[config.mk]
export PLATFORM = sky130hd
export DESIGN_NAME = sdpc_ctrl
export DESIGN_NICKNAME = d
export VERILOG_FILES = /design/src/verilog/sdpc_pkg.sv /design/src/verilog/sdpc_ctrl.sv
export VERILOG_INCLUDE_DIRS = /design/src /design/src/verilog
export SDC_FILE = /design/constraint.sdc
export NUM_CORES = 1
export LEC_CHECK = 0
export BUFFER_PORTS_ARGS = -buffer_cell sky130_fd_sc_hd__clkbuf_2
export CAP_MARGIN = 20
export CORE_MARGIN = 2
export CORE_UTILIZATION = 30
export CTS_CLUSTER_SIZE = 25
export DETAILED_ROUTE_END_ITERATION = 8
export SLEW_MARGIN = 20
export SYNTH_ARGS = -nofsm -noshare
export SYNTH_HDL_FRONTEND = slang
export SYNTH_SLANG_ARGS = --single-unit
export TNS_END_PERCENT = 30
[constraint.sdc]
create_clock -name sys_clk -period 2.4 [get_ports sys_clk]
set_input_delay 0.48 -clock sys_clk [delete_from_list [all_inputs] [get_ports sys_clk]]
set_output_delay 0.48 -clock sys_clk [all_outputs]
set_load 0.01 [all_outputs]
[src/verilog/sdpc_params.svh]
// Timing counts, command encodings and mode defaults of the SDRAM init and self-refresh controller.
// Assumes a 40 MHz sys_clk; counts other than SDPC_TMRS_CYC and SDPC_CLK_STABLE_CYC are derived from times in nanoseconds.
`ifndef SDPC_PARAMS_SVH
`define SDPC_PARAMS_SVH
`define SDPC_CLK_PERIOD_NS      25
`define SDPC_PAUSE_NS           200000
`define SDPC_PAUSE_CYC          ((`SDPC_PAUSE_NS + `SDPC_CLK_PERIOD_NS - 1) / `SDPC_CLK_PERIOD_NS)
`define SDPC_TRP_NS             20
`define SDPC_TRP_CYC            ((`SDPC_TRP_NS + `SDPC_CLK_PERIOD_NS - 1) / `SDPC_CLK_PERIOD_NS)
`define SDPC_TRC_NS             70
`define SDPC_TRC_CYC            ((`SDPC_TRC_NS + `SDPC_CLK_PERIOD_NS - 1) / `SDPC_CLK_PERIOD_NS)
`define SDPC_TRAS_NS            45
`define SDPC_TRAS_CYC           ((`SDPC_TRAS_NS + `SDPC_CLK_PERIOD_NS - 1) / `SDPC_CLK_PERIOD_NS)
`define SDPC_SELF_REFRESH_EXIT_HOLD_NS            10
`define SDPC_SELF_REFRESH_EXIT_HOLD_CYC           ((`SDPC_SELF_REFRESH_EXIT_HOLD_NS + `SDPC_CLK_PERIOD_NS - 1) / `SDPC_CLK_PERIOD_NS)
`define SDPC_TMRS_CYC           2
`define SDPC_CLK_STABLE_CYC     4
`define SDPC_INIT_REFRESHES     2
`define SDPC_BURST_REFRESHES    2048
`define SDPC_MODE_DEFAULT       13'h0022
// Command encodings as {chip select, row strobe, column strobe, write strobe}, all active low.
`define SDPC_CMD_NOP            4'h7
`define SDPC_CMD_PRECHARGE      4'h2
`define SDPC_CMD_MODE_SET       4'h0
`define SDPC_CMD_REFRESH        4'h1
`define SDPC_CMD_DESELECT       4'hf
`define SDPC_A10_BIT            10
`endif

[src/verilog/sdpc_pkg.sv]
// Types shared by the SDRAM init and self-refresh controller.
// Assumes sdpc_params.svh for numeric constants.
package sdpc_pkg;
    typedef struct packed {
        logic        chipSelectN;
        logic        rowStrobeN;
        logic        columnStrobeN;
        logic        writeStrobeN;
    } sdpc_cmd_s;

    typedef struct packed {
        sdpc_cmd_s   cmd;
        logic        clockGate;
        logic [3:0]  byteMask;
        logic [1:0]  bank;
        logic [12:0] addr;
    } sdpc_pins_s;

    typedef enum logic [11:0] {
        ST_PAUSE      = 12'h001,
        ST_PRECHARGE  = 12'h002,
        ST_WAIT_RP    = 12'h004,
        ST_MODE_SET   = 12'h008,
        ST_WAIT_MRS   = 12'h010,
        ST_REFRESH    = 12'h020,
        ST_WAIT_RC    = 12'h040,
        ST_READY      = 12'h080,
        ST_SR_ENTER   = 12'h100,
        ST_SR_HOLD    = 12'h200,
        ST_SR_CLKUP   = 12'h400,
        ST_SR_EXIT    = 12'h800
    } sdpc_state_e;
endpackage

[src/verilog/sdpc_ctrl.sv]
// Controller that powers up an SDRAM and moves it into and out of self refresh.
// Assumes the memory samples pins on the rising sys_clk and sysClkRun gates the memory clock outside.
`timescale 1ns/1ps
`include "sdpc_params.svh"
module sdpc_ctrl #(
    parameter int unsigned PAUSE_CYC   = `SDPC_PAUSE_CYC,
    parameter int unsigned BURST_COUNT = `SDPC_BURST_REFRESHES,
    parameter logic [12:0] MODE_VALUE  = `SDPC_MODE_DEFAULT
) (
    input  wire logic               sys_clk,
    input  wire logic               reset,
    input  wire logic               clkEn,
    input  wire logic               burstRefreshMode,
    input  wire logic               selfRefreshReq,
    input  wire logic               suspendReq,
    output sdpc_pkg::sdpc_pins_s    memPins,
    output logic                    sysClkRun,
    output logic                    initDone,
    output logic                    inSelfRefresh,
    output logic                    suspended
);
    import sdpc_pkg::*;

    localparam int CW = 16;

    sdpc_state_e state;
    sdpc_state_e next_state;
    logic [CW-1:0] count;
    logic [CW-1:0] next_count;
    logic [11:0]   refreshLeft;
    logic [11:0]   next_refreshLeft;
    logic          afterSelfRefresh;
    logic          next_afterSelfRefresh;
    sdpc_pins_s    next_memPins;
    logic          next_sysClkRun;
    logic          next_initDone;
    logic          next_inSelfRefresh;
    logic          next_suspended;

    function automatic sdpc_pins_s pinsFor(input logic [3:0] cmd, input logic gate, input logic [3:0] mask);
        sdpc_pins_s p;
        p.cmd      = sdpc_cmd_s'(cmd);
        p.clockGate = gate;
        p.byteMask = mask;
        p.bank     = 2'h0;
        p.addr     = 13'h0000;
        return p;
    endfunction

    // Counters load n-1 because the state that loads them already spends one cycle.
    function automatic logic [CW-1:0] cyc(input int unsigned n);
        return CW'(n > 0 ? n - 1 : 0);
    endfunction

    // Defaults give a NOP with the gate high, so a state that sets no pin is still harmless on the bus.
    always_comb begin
        next_state            = state;
        next_count            = (count != '0) ? count - CW'(1) : count;
        next_refreshLeft      = refreshLeft;
        next_afterSelfRefresh = afterSelfRefresh;
        next_memPins          = pinsFor(`SDPC_CMD_NOP, 1'b1, 4'hf);
        next_sysClkRun        = 1'b1;
        next_initDone         = initDone;
        next_inSelfRefresh    = 1'b0;
        next_suspended        = 1'b0;
        case (state)
            ST_PAUSE: begin
                if (count == '0) begin
                    next_state   = ST_PRECHARGE;
                end
            end
            ST_PRECHARGE: begin
                next_memPins = pinsFor(`SDPC_CMD_PRECHARGE, 1'b1, 4'hf);
                next_memPins.addr[`SDPC_A10_BIT] = 1'b1;
                next_count = cyc(`SDPC_TRP_CYC);
                next_state = ST_WAIT_RP;
            end
            ST_WAIT_RP: begin
                if (count == '0) begin
                    next_state = ST_MODE_SET;
                end
            end
            ST_MODE_SET: begin
                next_memPins      = pinsFor(`SDPC_CMD_MODE_SET, 1'b1, 4'hf);
                next_memPins.addr = MODE_VALUE;
                next_count        = cyc(`SDPC_TMRS_CYC);
                next_refreshLeft  = 12'(`SDPC_INIT_REFRESHES);
                next_state        = ST_WAIT_MRS;
            end
            ST_WAIT_MRS: begin
                if (count == '0) begin
                    next_state = ST_REFRESH;
                end
            end
            ST_REFRESH: begin
                // One loop serves init and both burst phases; refreshLeft holds how many are still owed.
                next_memPins     = pinsFor(`SDPC_CMD_REFRESH, 1'b1, 4'hf);
                next_refreshLeft = refreshLeft - 12'h001;
                next_count       = cyc(`SDPC_TRC_CYC);
                next_state       = ST_WAIT_RC;
            end
            ST_WAIT_RC: begin
                if (count == '0) begin
                    if (refreshLeft != '0) begin
                        next_state = ST_REFRESH;
                    end else if (!initDone || afterSelfRefresh) begin
                        next_initDone         = 1'b1;
                        next_afterSelfRefresh = 1'b0;
                        next_state            = ST_READY;
                    end else begin
                        next_state = ST_SR_ENTER;
                    end
                end
            end
            ST_READY: begin
                next_memPins.byteMask = 4'h0;
                // The memory freezes and thaws one clock after the gate moves, so the flag trails the gate.
                // A single-cycle suspend still raises the flag for the cycle the memory really stood still.
                next_suspended = !memPins.clockGate;
                if (suspendReq) begin
                    next_memPins.clockGate = 1'b0;
                end else if (selfRefreshReq) begin
                    if (burstRefreshMode) begin
                        next_refreshLeft = 12'(BURST_COUNT);
                        next_state       = ST_REFRESH;
                    end else begin
                        next_state = ST_SR_ENTER;
                    end
                end
            end
            ST_SR_ENTER: begin
                next_memPins       = pinsFor(`SDPC_CMD_REFRESH, 1'b0, 4'hf);
                next_inSelfRefresh = 1'b1;
                next_count         = cyc(`SDPC_TRAS_CYC);
                next_state         = ST_SR_HOLD;
            end
            ST_SR_HOLD: begin
                // The clock may only stop here, after the memory has taken the entry command.
                next_memPins       = pinsFor(`SDPC_CMD_DESELECT, 1'b0, 4'hf);
                next_inSelfRefresh = 1'b1;
                next_sysClkRun     = 1'b0;
                if (count == '0 && !selfRefreshReq) begin
                    next_sysClkRun = 1'b1;
                    next_count     = cyc(`SDPC_CLK_STABLE_CYC);
                    next_state     = ST_SR_CLKUP;
                end
            end
            ST_SR_CLKUP: begin
                next_memPins       = pinsFor(`SDPC_CMD_DESELECT, 1'b0, 4'hf);
                next_inSelfRefresh = 1'b1;
                if (count == '0) begin
                    next_memPins.clockGate = 1'b1;
                    next_count = cyc(`SDPC_TRC_CYC > `SDPC_SELF_REFRESH_EXIT_HOLD_CYC ? `SDPC_TRC_CYC : `SDPC_SELF_REFRESH_EXIT_HOLD_CYC);
                    next_state = ST_SR_EXIT;
                end
            end
            ST_SR_EXIT: begin
                // Deselect covers both the exit hold and the row cycle, so one wait serves both limits.
                next_memPins       = pinsFor(`SDPC_CMD_DESELECT, 1'b1, 4'hf);
                next_inSelfRefresh = 1'b1;
                if (count == '0) begin
                    next_inSelfRefresh = 1'b0;
                    if (burstRefreshMode) begin
                        next_refreshLeft      = 12'(BURST_COUNT);
                        next_afterSelfRefresh = 1'b1;
                        next_state            = ST_REFRESH;
                    end else begin
                        next_state = ST_READY;
                    end
                end
            end
            default: begin
                next_state = ST_PAUSE;
            end
        endcase
    end

    // Reset drives the power-up pin state at once, so the memory never sees a stray command meanwhile.
    always_ff @(posedge sys_clk or posedge reset) begin
        if (reset) begin
            state            <= ST_PAUSE;
            count            <= cyc(PAUSE_CYC);
            refreshLeft      <= 12'h000;
            afterSelfRefresh <= 1'b0;
            memPins          <= {4'h7, 1'b1, 4'hf, 2'h0, 13'h0000};
            sysClkRun        <= 1'b1;
            initDone         <= 1'b0;
            inSelfRefresh    <= 1'b0;
            suspended        <= 1'b0;
        end else if (clkEn) begin
            state            <= next_state;
            count            <= next_count;
            refreshLeft      <= next_refreshLeft;
            afterSelfRefresh <= next_afterSelfRefresh;
            memPins          <= next_memPins;
            sysClkRun        <= next_sysClkRun;
            initDone         <= next_initDone;
            inSelfRefresh    <= next_inSelfRefresh;
            suspended        <= next_suspended;
        end
    end
endmodule // sdpc_ctrl

==> flow_metrics.py <==
metrics = {
    "status": {
        "outcome": "complete, no violations",
    },
    "yosys": {
        "synth_area_sq_um": 3420,
        "avgSynthCellArea_sq_um": 9.47,
        "yosysWarnings": 0,
        "synthCells": 361,
        "async_reset_ff_share_pct": 100,
        "yosys_register_bits": 53,
        "synth_top_flop_cell": "dfrtp_1",
        "synth_edf_count": 0,
        "ys_seq_area_share_pct": 39.4,
        "synth_cell_types": 73,
    },
    "detailed_routing": {
        "totalWireLength_mm": 7.95,
        "drt_iter0_drc": 160,
        "vias": 2762,
        "viasPerCell": 5.15,
        "wl_per_cell_microns": 14.8,
        "drtAntennaViolNets": 0,
        "drc": 0,
        "first_pass_iters": 4,
    },
    "final_layout": {
        "final_util_pct": 35.7,
        "fin_nets": 406,
        "syn_to_final_growth_pct": 14.6,
        "diodes": 0,
        "final_cell_count_no_fill": 536,
        "n_fill_cell": 1119,
        "final_layout_size_suffix_gt1_share_pct": 28.0,
    },
    "floorplan": {
        "start_util_pct": 31.1,
        "fp.dieArea_sq_um": 12300,
        "die_w_microns": 111,
        "ios": 34,
        "core-area_sq_um": 11000,
        "die_h_microns": 111,
        "row_count": 38,
    },
    "power_and_ir_drop": {
        "p_int_mw": 2.25,
        "p_per_area_nw_per_um2": 916,
        "ir_drop_mv": 0.413,
        "total_leakage_power_nw": 1.70,
        "p_comb_share_pct": 40.0,
        "p_switching_mw": 1.34,
        "seqPwrFrac_pct": 39.8,
        "netSwitchingFraction_pct": 37.3,
        "p_clk_share_pct": 20.2,
    },
    "clocking": {
        "cts_tree": "built",
        "cts_buffers": 5,
        "cts_max_level": 2,
        "ctsRootBufferMaster": "clkbuf_16",
        "clk_pin_slew_ns": 0.07,
        "clk_path_buf_depth": 2,
        "insertion_delay_ns": 0.29,
        "cts_sinks": 53,
        "post_cts_buffers": 0,
    },
    "min_path": {
        "holdCritPathClass": "in -> async",
    },
    "flow_run": {
        "drv_cap": 0,
    },
    "worst_setup_path": {
        "path_cells": "or4_4 -> nor3_2 -> nand3_1 -> a311oi_4 -> buf_4 -> o21ai_0",
        "end_kind": "flop",
        "required_ns": 2.56,
        "cp_top_family": "simple AND/OR/NAND/NOR gates",
        "critical_path_class": "reg -> reg",
        "critPathArrivalTime_ns": 2.42,
        "crit_fanout": 10,
        "critPathMaxStageDelay_ns": 0.61,
        "cpMaxStageDelayCell": "or4_4",
        "cp_num_buf_inv": 1,
        "cp-start-kind": "flop",
    },
    "global_route": {
        "first_global_vias": 2642,
        "grt_max_degree": 54,
        "gr-total-overflow": 0,
        "grt_antenna_before_repair": 0,
        "grt_usage_pct": 13.3,
        "grt_pass1_wl_mm": 13.6,
    },
    "sta": {
        "period_minus_slack_ns": 2.25,
        "fin_skew_ns": 0.00505,
        "final-hold-violation-count": 0,
        "period_share_pct": 93.9,
        "max_freq_mhz": 444,
        "worst_pin_slew_ns": 0.688,
        "relSlewSlack_pct": 54.1,
        "rsz0062_at_grt": "false",
        "slew_violations": 0,
        "timing.setup.tns_ns": 0,
        "setup_violations": 0,
    },
    "placement": {
        "place.gp.congestion": 0.897,
        "dp_cells": 528,
        "dp_hpwl_mm": 5.87,
        "numPortBuffers": 21,
    },
}
[flip-flops by register name, summed over array words and instances, names as in the netlist]
register and flops:
count 16, refreshLeft 12, state 12, memPins 8, afterSelfRefresh 1, inSelfRefresh 1, initDone 1, suspended 1
sysClkRun 1
[metal layers]
metal	track usage (%)	routed length [microns]	vias to the layer above
li1	-	-	1361
met2	20.6	3650	69
met4	2.42	63	0
met3	3.01	377	6
met5	0	0	-
met1	19.3	3860	1326
[power by group through the flow]
stage          clock network [mW]  logic (mW)  registers, mW
3_5_place_dp                    0        1.43           1.44
3_3_place_gp                    0        1.41           1.43
6_report                    0.724        1.43           1.43
4_1_cts                     0.758        1.44           1.43
5_1_grt                     0.806        1.60           1.47
2_1_floorplan                   0        1.09           1.38
[cell type report]
| type | count | area (sq um) | share of cell area, % |
|---|---|---|---|
| clock buffer | 5 | 125 | 3.19 |
| clock inverter | 3 | 21.3 | 0.543 |
| inverter | 19 | 71.3 | 1.82 |
| multi-input combinational | 264 | 1830 | 46.6 |
| sequential | 53 | 1350 | 34.4 |
| tap | 140 | 175 | 4.47 |
| timing repair buffer | 52 | 350 | 8.94 |
[what timing repair did]
action                     4_1_cts  5_1_grt
hold buffers                     0        0
setup endpoints to repair        0       11
resized for setup                0        3
[kinds of logic (layout without fill, tap and decap cells)]
kind of cell | after synthesis | count (layout) | share of synthesized area [%]
mux | 12 | 12 | 4.43
compound gates | 65 | 65 | 15.1
xor+xnor | 21 | 21 | 5.38
flops | 53 | 53 | 39.4
simple gates | 149 | 149 | 25.2
buf+inv | 55 | 79 | 8.56
other cells | 1 | 12 | 0.110
fa+ha+maj | 5 | 5 | 1.83
[final timing paths]
check / from / end / slack, ns / cells past startpoint
max in group asynchronous: reset / inSelfRefresh / 1.59 / 3
setup reg to reg: state[3] / refreshLeft[9] / 0.15 / 6
min in group sys_clk: suspended / suspended / 0.49 / 2
hold / removal: reset / refreshLeft[9] / 0.34 / 3
hold reg to reg: suspended / suspended / 0.49 / 2
setup / recovery: state[3] / refreshLeft[9] / 0.15 / 6
[worst min-delay path: cells and delay by family]
kind | cells | cell delay [ns]
buffers and inverters | 3 | 0.65
[Yosys cell counts, types with 3 or more instances]
library cell	count	area, sq um
nor4_1	15	93.8
nor2b_1	4	25.0
a31oi_1	8	50.1
buf_2	5	25.0
nor4_2	3	37.5
nor4b_1	4	35.0
inv_1	19	71.3
dfrtp_1	35	876
dfstp_2	18	473
or4_1	4	30.0
nand3_1	7	35.0
mux2_2	5	56.3
nand2_1	17	63.8
o2bb2ai_1	3	26.3
nand4_1	11	68.8
clkbuf_1	9	33.8
nor3_1	15	75.1
and3_1	5	31.3
o211ai_1	3	22.5
or3_1	5	31.3
or2_2	5	31.3
mux2_4	5	75.1
nor2_1	35	131
xor2_1	5	43.8
ha_1	5	62.6
buf_4	17	128
o21ai_0	12	60.1
xnor2_1	16	140
a21oi_1	7	35.0
[through the flow]
step / setup slack [ns] / hold slack [ns] / cell area (sq um) / power, mW
after global placement: 0.122 / 0.469 / 3760 / 2.84
after global routing: 0.0152 / 0.416 / 3920 / 3.88
after CTS: 0.0834 / 0.379 / 3910 / 3.63
after detailed placement: 0.0960 / 0.470 / 3760 / 2.88
final: 0.146 / 0.339 / 3920 / 3.59
after floorplan: 0.0920 / 0.457 / 3460 / 2.47
[placed cells by master (no fill, tap or decap), drive strengths merged, types with 4 or more instances in the layout]
cell and n:
xor2 5, or2 5, ha 5, buf 31
nand2 18, or4 5, nor4 19, and3 5
a21oi 7, nand3 7, nand4 11, inv 20
clkbuf 26, a31oi 8, o21ai 13, nor2b 4
xnor2 16, conb 12, dfrtp 35, nor3 16
nor4b 4, mux2 10, or3 5, dfstp 18
nor2 35
No activity file was read; power rests on OpenSTA's default activity.
